--- config.mk ---
export PLATFORM = sky130hd
export DESIGN_NAME = mac_dma_desc
export DESIGN_NICKNAME = d
export VERILOG_FILES = /design/src/mac_dma_buf.sv /design/src/mac_dma_desc.sv
export SDC_FILE = /design/constraint.sdc
export NUM_CORES = 1
export LEC_CHECK = 0
export ABC_AREA = 0
export BUFFER_PORTS_ARGS = -buffer_cell sky130_fd_sc_hd__buf_2
export CELL_PAD_IN_SITES_DETAIL_PLACEMENT = 0
export CELL_PAD_IN_SITES_GLOBAL_PLACEMENT = 2
export CORE_UTILIZATION = 41
export CTS_BUF_LIST = sky130_fd_sc_hd__clkbuf_2
export DETAILED_ROUTE_END_ITERATION = 12
export PLACE_DENSITY_LB_ADDON = 0.1
export SYNTH_ARGS = -nofsm -noshare
export SYNTH_HDL_FRONTEND = slang
export SYNTH_SLANG_ARGS = --single-unit
--- constraint.sdc ---
create_clock -name REF_CLK -period 34.8 [get_ports REF_CLK]
set_input_delay 6.96 -clock REF_CLK [delete_from_list [all_inputs] [get_ports REF_CLK]]
set_output_delay 6.96 -clock REF_CLK [all_outputs]
set_load 0.005 [all_outputs]
--- src/mac_dma_buf.sv ---
`timescale 1ns/1ps
`default_nettype none

package mac_dma_pkg;
	// receive status word fields
	localparam int OWN_BIT = 31;
	localparam int FIRST_BIT = 30;
	localparam int LAST_BIT = 29;
	localparam int ERR_SUM_BIT = 25;
	localparam int MCAST_BIT = 24;
	localparam int PORT1_BIT = 20;
	localparam int PORT2_BIT = 21;
	localparam int PHY_ERR_BIT = 19;
	localparam int OVERSIZE_BIT = 18;
	localparam int RUNT_BIT = 17;
	localparam int CRC_BIT = 16;
	localparam int ETYPE_BIT = 15;
	localparam int LEN_MSB = 10;
	// receive control word fields
	localparam int WRAP_BIT = 25;
	localparam int SIZE_MSB = 11;
	// byte offsets of the descriptor words
	localparam logic [31:0] CTRL_OFS = 32'h0000_0004;
	localparam logic [31:0] BUFP_OFS = 32'h0000_0008;
	localparam logic [31:0] LINK_OFS = 32'h0000_000C;
	localparam logic [31:0] WORD_BYTES = 32'h0000_0004;
	localparam logic [11:0] WORD_BYTES12 = 12'h004;
	// frame limits
	localparam logic [10:0] MAX_FRAME_LEN = 11'h5EE;
	localparam logic [15:0] MAX_LEN_FIELD = 16'h05DC;
	// buffered word: {phy, last, crc, runt, mcast, port[1:0], len, etype, data}
	localparam int PAYLOAD_W = 51;
	localparam int RESET_CUR = 0;

	typedef enum logic [9:0] {
		ST_IDLE = 10'h001,
		ST_FETCH0 = 10'h002,
		ST_FETCH1 = 10'h004,
		ST_FETCH2 = 10'h008,
		ST_FETCH3 = 10'h010,
		ST_DATA = 10'h020,
		ST_WRITE = 10'h040,
		ST_CLOSE = 10'h080,
		ST_TXCLR = 10'h100,
		ST_SUSP = 10'h200
	} dma_state_t;
endpackage

module rx_word_buffer #(
	parameter int W = 8,
	parameter int DEPTH = 2
) (
	input wire logic clk,
	input wire logic rst,
	input wire logic in_valid,
	output logic in_ready,
	input wire logic [W-1:0] in_data,
	output logic out_valid,
	input wire logic out_ready,
	output logic [W-1:0] out_data
);
	localparam int PW = $clog2(DEPTH);

	typedef struct packed {
		logic [DEPTH-1:0][W-1:0] mem;
		logic [PW-1:0] wp;
		logic [PW-1:0] rp;
		logic [PW:0] cnt;
	} buf_state_t;

	buf_state_t q;
	buf_state_t d;
	logic push;
	logic pop;

	// handshakes straight from the fill count
	assign in_ready = (q.cnt != (PW+1)'(DEPTH));
	assign out_valid = (q.cnt != '0);
	assign out_data = q.mem[q.rp];
	assign push = in_valid && in_ready;
	assign pop = out_valid && out_ready;

	// pointers wrap at depth, count tracks the difference
	always_comb begin
		d = q;
		if (push) begin
			d.mem[q.wp] = in_data;
			d.wp = (q.wp == PW'(DEPTH - 1)) ? '0 : q.wp + 1'b1;
		end
		if (pop) begin
			d.rp = (q.rp == PW'(DEPTH - 1)) ? '0 : q.rp + 1'b1;
		end
		d.cnt = q.cnt + (PW+1)'(push) - (PW+1)'(pop);
	end

	always_ff @(posedge clk or posedge rst) begin
		if (rst) begin
			q <= '0;
		end else begin
			q <= d;
		end
	end

	chk_no_overflow: assert property (@(posedge clk) disable iff (rst)
		q.cnt <= (PW+1)'(DEPTH)) else $error("word buffer overflow");
endmodule // rx_word_buffer

`default_nettype wire

--- src/mac_dma_desc.sv ---
`timescale 1ns/1ps
`default_nettype none

// Function
// - error summary ORs crc, oversize, runt
// - multicast flag set for multicast frames
// - source port field bit20 port1, bit21 port2
// - phy receive error seen anywhere sets flag
// - oversize flag when length exceeds 1518
// - oversize frames delivered whole, never truncated
// - runt flagged, dropped unless pass-bad set
// - crc error flag bit 16
// - ethertype flag when length field above 1500, except on runts
// - byte count including crc in bits 10-0
// - ring wrap bit returns to list base
// - buffer size field; zero skips descriptor
// - next descriptor fetched from link word
// - device clears transmit ownership when done
// - receive ownership cleared on completion or full
// - first buffer flag in frame's first descriptor
// - last buffer flag in frame's final descriptor
module mac_dma_desc (
	input wire logic REF_CLK,
	input wire logic RST,
	input wire logic RX_ENABLE,
	input wire logic [31:0] RX_LIST_BASE,
	input wire logic RX_POLL,
	input wire logic PASS_BAD_FRAMES,
	output logic RX_SUSPENDED,
	output logic RX_FRAME_DONE,
	input wire logic RX_VALID,
	output logic RX_READY,
	input wire logic [31:0] RX_DATA,
	input wire logic RX_LAST,
	input wire logic RX_PHY_ERR,
	input wire logic RX_CRC_ERR,
	input wire logic RX_RUNT,
	input wire logic RX_MCAST,
	input wire logic [1:0] RX_PORT,
	input wire logic [10:0] RX_LEN,
	input wire logic [15:0] RX_TYPE_LEN,
	input wire logic TX_RELEASE,
	input wire logic [31:0] TX_RELEASE_ADDR,
	output logic TX_RELEASE_READY,
	output logic MEM_REQ,
	output logic MEM_WE,
	output logic [31:0] MEM_ADDR,
	output logic [31:0] MEM_WDATA,
	input wire logic [31:0] MEM_RDATA,
	input wire logic MEM_ACK
);
	typedef struct packed {
		mac_dma_pkg::dma_state_t st;
		logic [31:0] cur_addr;
		logic wrap;
		logic [11:0] left;
		logic [31:0] buf_ptr;
		logic [31:0] next_ptr;
		logic first;
		logic phy_acc;
		logic last_seen;
		logic close_last;
		logic [10:0] len;
		logic crc;
		logic runt;
		logic mcast;
		logic [1:0] port;
		logic etype;
		logic tx_pend;
		logic [31:0] tx_addr;
		logic [31:0] addr_r;
		logic [31:0] wdata_r;
		logic we_r;
		logic done_r;
	} dma_regs_t;

	dma_regs_t q;
	dma_regs_t d;
	logic [mac_dma_pkg::PAYLOAD_W-1:0] in_word;
	logic [mac_dma_pkg::PAYLOAD_W-1:0] head;
	logic head_valid;
	logic head_ready;
	logic etype_in;

	// next descriptor: list base after the ring end, else the link word
	function automatic logic [31:0] next_desc(input logic wrap,
		input logic [31:0] base, input logic [31:0] link);
		next_desc = wrap ? base : link;
	endfunction

	// status word written back; ownership always returned to the host
	function automatic logic [31:0] status_word(input dma_regs_t s,
		input logic ls);
		logic oversize;
		oversize = (s.len > mac_dma_pkg::MAX_FRAME_LEN);
		status_word = '0;
		status_word[mac_dma_pkg::OWN_BIT] = 1'b0;
		status_word[mac_dma_pkg::FIRST_BIT] = s.first;
		status_word[mac_dma_pkg::LAST_BIT] = ls;
		status_word[mac_dma_pkg::PHY_ERR_BIT] = s.phy_acc;
		if (ls) begin
			status_word[mac_dma_pkg::ERR_SUM_BIT] =
				s.crc | oversize | s.runt;
			status_word[mac_dma_pkg::MCAST_BIT] = s.mcast;
			status_word[mac_dma_pkg::PORT1_BIT] = s.port[0];
			status_word[mac_dma_pkg::PORT2_BIT] = s.port[1];
			status_word[mac_dma_pkg::OVERSIZE_BIT] = oversize;
			status_word[mac_dma_pkg::RUNT_BIT] = s.runt;
			status_word[mac_dma_pkg::CRC_BIT] = s.crc;
			status_word[mac_dma_pkg::ETYPE_BIT] = s.etype & ~s.runt;
			status_word[mac_dma_pkg::LEN_MSB:0] = s.len;
		end
	endfunction

	// frame type decided on entry; meaningless for runts, masked later
	assign etype_in = (RX_TYPE_LEN > mac_dma_pkg::MAX_LEN_FIELD);
	assign in_word = {RX_PHY_ERR, RX_LAST, RX_CRC_ERR, RX_RUNT, RX_MCAST,
		RX_PORT, RX_LEN, etype_in, RX_DATA};

	// two words of slack so a slow memory grant never drops receive data
	rx_word_buffer #(
		.W(mac_dma_pkg::PAYLOAD_W),
		.DEPTH(2)
	) u_rx_buf (
		.clk(REF_CLK),
		.rst(RST),
		.in_valid(RX_VALID),
		.in_ready(RX_READY),
		.in_data(in_word),
		.out_valid(head_valid),
		.out_ready(head_ready),
		.out_data(head)
	);

	// memory request is a handshake held until the grant
	assign MEM_REQ = (q.st == mac_dma_pkg::ST_FETCH0) ||
		(q.st == mac_dma_pkg::ST_FETCH1) ||
		(q.st == mac_dma_pkg::ST_FETCH2) ||
		(q.st == mac_dma_pkg::ST_FETCH3) ||
		(q.st == mac_dma_pkg::ST_WRITE) ||
		(q.st == mac_dma_pkg::ST_CLOSE) ||
		(q.st == mac_dma_pkg::ST_TXCLR);
	assign MEM_WE = q.we_r;
	assign MEM_ADDR = q.addr_r;
	assign MEM_WDATA = q.wdata_r;
	assign head_ready = (q.st == mac_dma_pkg::ST_DATA);
	assign RX_SUSPENDED = (q.st == mac_dma_pkg::ST_SUSP);
	assign RX_FRAME_DONE = q.done_r;
	assign TX_RELEASE_READY = !q.tx_pend;

	// descriptor walk, data copy and status write-back
	always_comb begin
		d = q;
		d.done_r = 1'b0;
		// one pending release; ready low while held, so no set/clear clash
		if (TX_RELEASE && !q.tx_pend) begin
			d.tx_pend = 1'b1;
			d.tx_addr = TX_RELEASE_ADDR;
		end
		case (q.st)
			mac_dma_pkg::ST_IDLE: begin
				if (q.tx_pend) begin
					d.addr_r = q.tx_addr;
					d.wdata_r = '0;
					d.we_r = 1'b1;
					d.st = mac_dma_pkg::ST_TXCLR;
				end else if (RX_ENABLE) begin
					d.addr_r = q.cur_addr;
					d.we_r = 1'b0;
					d.st = mac_dma_pkg::ST_FETCH0;
				end
			end
			mac_dma_pkg::ST_FETCH0: begin
				if (MEM_ACK) begin
					if (MEM_RDATA[mac_dma_pkg::OWN_BIT]) begin
						d.addr_r = q.cur_addr + mac_dma_pkg::CTRL_OFS;
						d.st = mac_dma_pkg::ST_FETCH1;
					end else begin
						d.st = mac_dma_pkg::ST_SUSP;
					end
				end
			end
			mac_dma_pkg::ST_FETCH1: begin
				if (MEM_ACK) begin
					d.wrap = MEM_RDATA[mac_dma_pkg::WRAP_BIT];
					d.left = MEM_RDATA[mac_dma_pkg::SIZE_MSB:0];
					d.addr_r = q.cur_addr + mac_dma_pkg::BUFP_OFS;
					d.st = mac_dma_pkg::ST_FETCH2;
				end
			end
			mac_dma_pkg::ST_FETCH2: begin
				if (MEM_ACK) begin
					d.buf_ptr = MEM_RDATA;
					d.addr_r = q.cur_addr + mac_dma_pkg::LINK_OFS;
					d.st = mac_dma_pkg::ST_FETCH3;
				end
			end
			mac_dma_pkg::ST_FETCH3: begin
				if (MEM_ACK) begin
					d.next_ptr = MEM_RDATA;
					if (q.left == '0) begin
						// empty buffer: pass over, ownership untouched
						d.cur_addr = next_desc(q.wrap, RX_LIST_BASE,
							MEM_RDATA);
						d.st = mac_dma_pkg::ST_IDLE;
					end else begin
						d.st = mac_dma_pkg::ST_DATA;
					end
				end
			end
			mac_dma_pkg::ST_DATA: begin
				if (head_valid) begin
					d.addr_r = q.buf_ptr;
					d.wdata_r = head[31:0];
					d.we_r = 1'b1;
					d.etype = head[32];
					d.len = head[43:33];
					d.port = head[45:44];
					d.mcast = head[46];
					d.runt = head[47];
					d.crc = head[48];
					d.last_seen = head[49];
					d.phy_acc = q.phy_acc | head[50];
					d.st = mac_dma_pkg::ST_WRITE;
				end
			end
			mac_dma_pkg::ST_WRITE: begin
				if (MEM_ACK) begin
					d.buf_ptr = q.buf_ptr + mac_dma_pkg::WORD_BYTES;
					d.left = (q.left > mac_dma_pkg::WORD_BYTES12) ?
						q.left - mac_dma_pkg::WORD_BYTES12 : '0;
					if (q.last_seen && q.runt && !PASS_BAD_FRAMES) begin
						// discard: descriptor kept and refilled by the next frame
						d.first = 1'b1;
						d.phy_acc = 1'b0;
						d.st = mac_dma_pkg::ST_IDLE;
					end else if (q.last_seen) begin
						d.close_last = 1'b1;
						d.addr_r = q.cur_addr;
						d.wdata_r = status_word(q, 1'b1);
						d.st = mac_dma_pkg::ST_CLOSE;
					end else if (q.left <= mac_dma_pkg::WORD_BYTES12) begin
						// buffer full mid-frame; frame continues whole in next
						d.close_last = 1'b0;
						d.addr_r = q.cur_addr;
						d.wdata_r = status_word(q, 1'b0);
						d.st = mac_dma_pkg::ST_CLOSE;
					end else begin
						d.st = mac_dma_pkg::ST_DATA;
					end
				end
			end
			mac_dma_pkg::ST_CLOSE: begin
				if (MEM_ACK) begin
					d.cur_addr = next_desc(q.wrap, RX_LIST_BASE,
						q.next_ptr);
					d.first = q.close_last;
					d.we_r = 1'b0;
					if (q.close_last) begin
						d.phy_acc = 1'b0;
						d.done_r = 1'b1;
					end
					d.st = mac_dma_pkg::ST_IDLE;
				end
			end
			mac_dma_pkg::ST_TXCLR: begin
				if (MEM_ACK) begin
					d.tx_pend = 1'b0;
					d.we_r = 1'b0;
					d.st = mac_dma_pkg::ST_IDLE;
				end
			end
			mac_dma_pkg::ST_SUSP: begin
				// wait for the host to hand the descriptor back
				if (RX_POLL || q.tx_pend) begin
					d.st = mac_dma_pkg::ST_IDLE;
				end
			end
			default: begin
				d.st = mac_dma_pkg::ST_IDLE;
			end
		endcase
	end

	always_ff @(posedge REF_CLK or posedge RST) begin
		if (RST) begin
			q <= '0;
			q.st <= mac_dma_pkg::ST_IDLE;
			q.first <= 1'b1;
		end else begin
			q <= d;
		end
	end

	chk_err_summary: assert property (@(posedge REF_CLK) disable iff (RST)
		(q.st == mac_dma_pkg::ST_CLOSE && q.close_last) |->
		MEM_WDATA[mac_dma_pkg::ERR_SUM_BIT] ==
		(MEM_WDATA[mac_dma_pkg::CRC_BIT] |
		MEM_WDATA[mac_dma_pkg::OVERSIZE_BIT] |
		MEM_WDATA[mac_dma_pkg::RUNT_BIT]))
		else $error("error summary mismatch");

	chk_oversize_len: assert property (@(posedge REF_CLK) disable iff (RST)
		(q.st == mac_dma_pkg::ST_CLOSE && q.close_last) |->
		MEM_WDATA[mac_dma_pkg::OVERSIZE_BIT] ==
		(MEM_WDATA[10:0] > mac_dma_pkg::MAX_FRAME_LEN))
		else $error("oversize flag mismatch");

	chk_etype_runt: assert property (@(posedge REF_CLK) disable iff (RST)
		(q.st == mac_dma_pkg::ST_CLOSE && MEM_WDATA[mac_dma_pkg::RUNT_BIT])
		|-> !MEM_WDATA[mac_dma_pkg::ETYPE_BIT])
		else $error("frame type set on runt");

	chk_own_return: assert property (@(posedge REF_CLK) disable iff (RST)
		(q.st == mac_dma_pkg::ST_CLOSE || q.st == mac_dma_pkg::ST_TXCLR) |->
		MEM_REQ && MEM_WE && !MEM_WDATA[mac_dma_pkg::OWN_BIT])
		else $error("ownership not returned");

	chk_host_owned: assert property (@(posedge REF_CLK) disable iff (RST)
		(q.st == mac_dma_pkg::ST_FETCH0 && MEM_ACK &&
		!MEM_RDATA[mac_dma_pkg::OWN_BIT]) |=> RX_SUSPENDED ##1
		(RX_SUSPENDED || $past(RX_POLL) || $past(q.tx_pend)))
		else $error("host-owned descriptor used");

	chk_ring_wrap: assert property (@(posedge REF_CLK) disable iff (RST)
		(q.st == mac_dma_pkg::ST_CLOSE && MEM_ACK && q.wrap) |=>
		q.cur_addr == $past(RX_LIST_BASE))
		else $error("ring end not wrapped");

	chk_next_link: assert property (@(posedge REF_CLK) disable iff (RST)
		(q.st == mac_dma_pkg::ST_CLOSE && MEM_ACK && !q.wrap) |=>
		q.cur_addr == $past(q.next_ptr))
		else $error("next descriptor not followed");

	chk_zero_skip: assert property (@(posedge REF_CLK) disable iff (RST)
		(q.st == mac_dma_pkg::ST_FETCH3 && MEM_ACK && q.left == 12'h000) |=>
		q.st == mac_dma_pkg::ST_IDLE ##1
		q.st != mac_dma_pkg::ST_DATA)
		else $error("empty buffer not skipped");

	chk_first_flag: assert property (@(posedge REF_CLK) disable iff (RST)
		(q.st == mac_dma_pkg::ST_CLOSE && MEM_ACK) |=>
		q.first == $past(q.close_last) && RX_FRAME_DONE ==
		$past(q.close_last))
		else $error("first flag tracking wrong");
endmodule // mac_dma_desc

`default_nettype wire

==> results.cfg, run 1 <==
[yosys]
synth-seq-cells = 345
ys_seq_area_share_pct = 47.7
synthArstFlopShare_pct = 100
syn-num-nets = 1974
synth_enable_flop_cells = 0
yosys.area.top_type_share_pct = 47.5
synth-main-ff-cell = dfrtp_1
synth_most_common_cell = dfrtp_1
synth_top_area_cell = dfrtp_1
netlist_area_sq_um = 18100
ys_top_cells_by_count = dfrtp_1 (343), nand2_1 (215), mux2_2 (200), a21oi_1 (154), o21ai_0 (136)
ys.warnings.count = 0
synthDistinctLibCells = 85
synthTopCellsByArea = dfrtp_1 (47%), mux2_2 (12%), nand2_1 (4.5%)
syn_inst = 1796
avgSynthCellArea_sq_um = 10.1

[clock_network]
numClockSinks = 345
cts_buffers = 96
cts_root_buf = clkbuf_2
post_cts_resized = 0
cts_setup_buffers = 0
path_clk_slew_ns = 0.11
ctsHoldBuffers = 0
clockBufferDepth = 3
insertion_delay_ns = 1.13
cts_tree = built
h-tree-depth = 3

[route]
dr.pass1.iters = 5
drt-total-wl_mm = 55.8
drc = 0
drtIter0Drc = 1025
wl_per_cell_um = 21.2
vias = 14500
viasPerCell = 5.54
ant_nets = 0

[setup_path]
worst-endpoint-required_ns = 27.84
critical_path_class = reg -> out
worst-r2r-setup-slack_ns = 30.34
cp-end-kind = output port
worst_setup_path_start_kind = flip-flop
critPathArrivalTime_ns = 3.05
worstPathMaxFanout = 7

[floorplanning]
die_w_um = 212
core_area_sq_um = 43300
rows = 76
num_io_pins = 240
dieArea_sq_um = 45000
start_util_pct = 41.8
die_y_um = 212

[cells_and_area]
drive_gt1_share_pct = 31.6
fin_cells = 2626
areaGrowthSynthToFinish_pct = 11.4
nets = 2144
n_fill_cell = 4225
finalCoreUtilization_pct = 46.6

[sta]
drv_slew = 0
setup_viol = 0
fmax_mhz = 99.9
relSlewSlack_pct = 16.1
tns_ns = 0
holdWs_ns = 0.484
finalCritPeriodShare_pct = 28.8
finClkSkew_ns = 0.153
worst_slew_pin_slew_ns = 1.25
finalHoldViolations = 0
rsz0062_at_grt = false
fin_crit_ns = 10.01

[place]
place_inst = 2453
gp_congestion = 0.869
dp_hpwl_mm = 38.2
portBuffers = 239

[power_and_ir_drop]
ir_drop_mv = 0.0342
p_leak_nw = 9.07
p_per_area_nw_per_um2 = 62.9
power_mw = 1.27

[job]
drv_cap = 0

[global_routing]
use_met3_pct = 6.68
gr-total-overflow = 0
antenna_found_initial = 11
grt_max_degree = 141
use_met1_pct = 33.5
grt_pass1_wl_mm = 86.7
first_global_vias = 14700
grt.busiest_layer = met2
grt_use_total_pct = 25.4
use_met2_pct = 40.2

[outcome]
status = finished, final reports clean

[hold_path]
hold_class = reg -> reg
critical path, cell delays in order, from the launching register on:
cell and delay (ns):
dfrtp_1 0.48, nor4_1 0.71, and4b_1 0.37, nor4_1 0.12, nand2_1 0.11, buf_2 0.15
per-layer routing:
| layer | routed length (um) | vias to the layer above |
|---|---|---|
| met5 | 72 | - |
| met3 | 3530 | 109 |
| met1 | 24500 | 7111 |
| met4 | 1340 | 12 |
| met2 | 26300 | 442 |
| li1 | - | 6868 |
layout by cell type, fill, tap and decap left out, types with 8 or more instances in the layout:
cell type / n
a22o_1: 13
a31oi_1: 10
a21oi_1: 152
o211ai_1: 8
nand3_1: 34
and4_1: 9
o21ai_1: 19
or3_1: 8
o21ai_0: 135
dfrtp_1: 341
nor4_1: 15
a22oi_1: 12
buf_4: 25
mux2i_1: 66
clkinv_1: 20
and3_1: 11
a211oi_1: 8
nor3_1: 22
clkbuf_2: 139
mux2_2: 200
nand2_1: 214
o22ai_1: 16
o31ai_1: 12
a221oi_1: 15
nor2_1: 67
and2_1: 13
nand4_1: 27
inv_1: 23
xnor2_1: 11
buf_2: 239
per-stage QoR:
step	setup WS, ns	cell area (sq um)
after floorplan	18.28	18100
after global placement	25.17	19300
after detailed placement	25.14	19300
after CTS	24.67	20100
after global routing	24.46	20100
final	24.79	20200
worst paths after layout:
check	from	end	depth (start not counted)
max in group asynchronous	RST	MEM_ADDR[28]$_DFFE_PP0P_	3
min	q[100]$_DFFE_PP0P_	q[100]$_DFFE_PP0P_	2
min reg2reg	q[100]$_DFFE_PP0P_	q[100]$_DFFE_PP0P_	2
max reg2reg	q[234]$_DFFE_PP0P_	MEM_ADDR[14]$_DFFE_PP0P_	9
max	q[237]$_DFFE_PP0P_	MEM_REQ	5
min in group asynchronous	RST	u_rx_buf.q[6]$_DFFE_PP0P_	2
area by class of cell:
class,count,area (sq um),area share (%)
Clock inverter,28,158,0.782
Multi-Input combinational cell,1232,8420,41.8
Tap cell,585,732,3.63
Antenna cell,6,15.0,0.0745
Clock buffer,139,696,3.45
Sequential cell,345,8640,42.9
Timing Repair Buffer,264,1380,6.87
Inverter,27,109,0.540
sequential cells by signal (all words and copies together), names as in the netlist:
| register | count |
|---|---|
| MEM_ADDR | 32 |
| u_rx_buf.q | 106 |
| MEM_WDATA | 32 |
| q | 173 |
| MEM_WE | 1 |
| RX_FRAME_DONE | 1 |
power by group:
part           total [mW]  internal [mW]  leakage (nW)  switching [mW]
Sequential          0.575          0.510          4.43          0.0656
Combinational       0.396          0.194          3.98           0.201
Clock               0.296          0.116         0.654           0.180
cell families (layout without fill, tap and decap cells):
family / after synthesis / count (layout) / share of synthesized area, %
AO/OA/AOI/OAI: 476 / 476 / 16.2
XOR/XNOR: 13 / 13 / 0.630
adder cells (fa/ha/maj): 8 / 8 / 0.595
buffers and inverters: 219 / 458 / 6.07
flip-flops: 345 / 345 / 47.7
multiplexers: 270 / 270 / 16.4
other: 0 / 6 / 0
AND/OR/NAND/NOR: 465 / 465 / 12.4
(Power assumes the default switching activity.)
==> run 2: changes to the inputs <==
--- a/config.mk
+++ b/config.mk
@@ -5,11 +5,11 @@
 export SDC_FILE = /design/constraint.sdc
 export NUM_CORES = 1
 export LEC_CHECK = 0
-export ABC_AREA = 0
+export ABC_AREA = 1
 export BUFFER_PORTS_ARGS = -buffer_cell sky130_fd_sc_hd__buf_2
 export CELL_PAD_IN_SITES_DETAIL_PLACEMENT = 0
 export CELL_PAD_IN_SITES_GLOBAL_PLACEMENT = 2
-export CORE_UTILIZATION = 41
+export CORE_UTILIZATION = 31
 export CTS_BUF_LIST = sky130_fd_sc_hd__clkbuf_2
 export DETAILED_ROUTE_END_ITERATION = 12
 export PLACE_DENSITY_LB_ADDON = 0.1
==> constraint.sdc (replaced) <==
create_clock -name REF_CLK -period 8.5 [get_ports REF_CLK]
set_input_delay 1.7 -clock REF_CLK [delete_from_list [all_inputs] [get_ports REF_CLK]]
set_output_delay 1.7 -clock REF_CLK [all_outputs]
set_load 0.005 [all_outputs]
==> run 2 against run 1 <==
  * Clock power grew to 4.1 times the previous value
  * Sequential power grew to 4.1 times the previous value
  * Sequential share of layout area is 3.6 points lower
  * Wire length is 29% higher
  * Sequential cell count stayed put
==> results.cfg, run 2 <==
[outcome]
status = finished, final reports clean

[cells_and_area]
multi_input_area_sq_um = 9110
drive_gt1_share_pct = 17.0
top_register = q
final_cell_mix = nand2_1 (918), dfrtp_1 (342), o21ai_0 (283), inv_1 (262), buf_2 (239)
mostFrequentLayoutCell = nand2_1
top_regs = q (173), u_rx_buf.q (106)
seqCellArea_sq_um = 8640
largest_reg_flops = 173
nets = 3071
fin_cells = 3804
finalCoreUtilization_pct = 34.8
areaGrowthSynthToFinish_pct = 10.9
n_fill_cell = 6974

[clock_network]
cts_root_buf = clkbuf_2
h-tree-depth = 3
post_cts_resized = 0
numClockSinks = 345
cts_setup_buffers = 0
ctsHoldBuffers = 0
cts_buffers = 100
insertion_delay_ns = 1.17
path_clk_slew_ns = 0.08
cts_tree = built
clockBufferDepth = 3

[setup_path]
cp_slowest_stage_delay_ns = 0.60
critical_path_class = reg -> out
worst-endpoint-required_ns = 6.80
critPathSlowestCell = nand3_4
critPathArrivalTime_ns = 3.31
worstPathMaxFanout = 49
cp-end-kind = output port
worst_setup_path_start_kind = flip-flop
path_cells = nor2_4 -> nand2_8 -> inv_4 -> nand3_4 -> nand4_1 -> buf_2

[yosys]
synth-seq-cells = 345
avgSynthCellArea_sq_um = 7.30
synth-main-ff-cell = dfrtp_1
synthDistinctLibCells = 52
synthTopCellsByArea = dfrtp_1 (43%), nand2_1 (17%), o21ai_0 (7.1%)
synth_most_common_cell = nand2_1
syn-num-nets = 2898
syn_inst = 2720
yosys.area.top_type_share_pct = 43.3
synth_top_area_cell = dfrtp_1
synthArstFlopShare_pct = 100
ys_seq_area_share_pct = 43.5
synth_enable_flop_cells = 0
ys_top_cells_by_count = nand2_1 (920), dfrtp_1 (343), o21ai_0 (283), inv_1 (263), nor2_1 (191)
netlist_area_sq_um = 19800
ys.warnings.count = 0

[power_and_ir_drop]
p_per_area_nw_per_um2 = 241
p_leak_nw = 11.2
power_mw = 5.31
ir_drop_mv = 0.0991

[route]
ant_nets = 0
drt-total-wl_mm = 72.0
drtIter0Drc = 1075
wl_per_cell_um = 18.9
vias = 18300
drc = 0
dr.pass1.iters = 5
viasPerCell = 4.82

[floorplanning]
rows = 92
dieArea_sq_um = 65000
core_area_sq_um = 63200
die_w_um = 255
die_y_um = 255
start_util_pct = 31.4
num_io_pins = 240

[place]
gp_congestion = 0.885
dp_hpwl_mm = 52.1
portBuffers = 239
place_inst = 3637

[global_routing]
gr-total-overflow = 0
grt_max_degree = 157
antenna_found_initial = 3
grt_use_total_pct = 22.4
grt_pass1_wl_mm = 109
first_global_vias = 18300

[sta]
relSlewSlack_pct = 17.3
fin_crit_ns = 5.01
holdWs_ns = 0.479
rsz0062_at_grt = false
finClkSkew_ns = 0.0810
worst_slew_pin_slew_ns = 1.24
setup_viol = 0
drv_slew = 0
tns_ns = 0
finalCritPeriodShare_pct = 59.0
finalHoldViolations = 0
fmax_mhz = 200

[hold_path]
hold_class = reg -> reg

[job]
drv_cap = 0
==> run 2: cell count changes after synthesis, moves of 47 or more <==
cell / change
nand2_1: +705
inv_1: +239
mux2_2: -160
o21ai_0: +147
nor2_1: +123
a21oi_1: -115
nand3_1: +114
mux2i_1: -47
==> run 2: path summary, 6_finish.rpt <==
kind | startpoint | end | slack [ns] | cells after the start
max | q[231]$_DFFE_PP0P_ | MEM_REQ | 3.49 | 6
min | MEM_ADDR[25]$_DFFE_PP0P_ | MEM_ADDR[25]$_DFFE_PP0P_ | 0.48 | 2
max reg2reg | q[231]$_DFFE_PP0P_ | q[168]$_DFFE_PP0P_ | 4.85 | 9
min reg2reg | MEM_ADDR[25]$_DFFE_PP0P_ | MEM_ADDR[25]$_DFFE_PP0P_ | 0.48 | 2
max in group asynchronous | RST | q[140]$_DFFE_PP0P_ | 6.21 | 4
min in group asynchronous | RST | u_rx_buf.q[24]$_DFFE_PP0P_ | 0.78 | 3
==> run 2: where the power goes <==
group          switching (mW)  total, mW  internal, mW
Clock                   0.777       1.22         0.439
Combinational            1.16       1.76         0.598
Sequential              0.260       2.34          2.08
Total                    2.20       5.31          3.11
==> run 2: cells by family (layout without fill, tap and decap cells) <==
| group | Yosys count | in the layout | share of synthesized area, % |
|---|---|---|---|
| AO/OA/AOI/OAI | 451 | 451 | 12.1 |
| AND/OR/NAND/NOR | 1379 | 1379 | 29.1 |
| adder cells (fa/ha/maj) | 8 | 8 | 0.542 |
| flip-flops | 345 | 345 | 43.5 |
| multiplexers | 59 | 59 | 3.23 |
| other | 0 | 6 | 0 |
| XOR/XNOR | 18 | 18 | 0.794 |
| buffers and inverters | 460 | 692 | 10.7 |
==> run 2: layout make-up <==
| cell class | count | area share [%] |
|---|---|---|
| diodes | 6 | 0.0682 |
| clock buffers | 137 | 3.12 |
| clock inverters | 24 | 0.586 |
| inverters | 279 | 4.80 |
| multi-input cells | 1915 | 41.4 |
| flip-flops and latches | 345 | 39.2 |
| well taps | 846 | 4.81 |
| repair buffers | 252 | 5.99 |
==> run 2: metal layers <==
layer  track usage (%)  vias to the layer above  share of wire [%]
li1                  -                     9078                  -
met1              25.2                     8734                 40
met2              42.3                      398                 54
met3              3.39                      111                3.5
met4              7.90                        0                2.9
met5                 0                        -                  0
==> run 2: per-stage QoR <==
stage	setup slack (ns)	instance area, sq um
after CTS	3.29	22000
after global placement	4.39	21200
final	3.49	22000
after floorplan	2.19	19800
after global routing	3.19	22000
after detailed placement	4.29	21200
==> run 2: worst max-delay path: cells and delay by family (launching register included) <==
kind,cells,cell delay [ns]
buffers and inverters,2,0.27
DFF,1,0.48
and+or+nand+nor,4,1.36
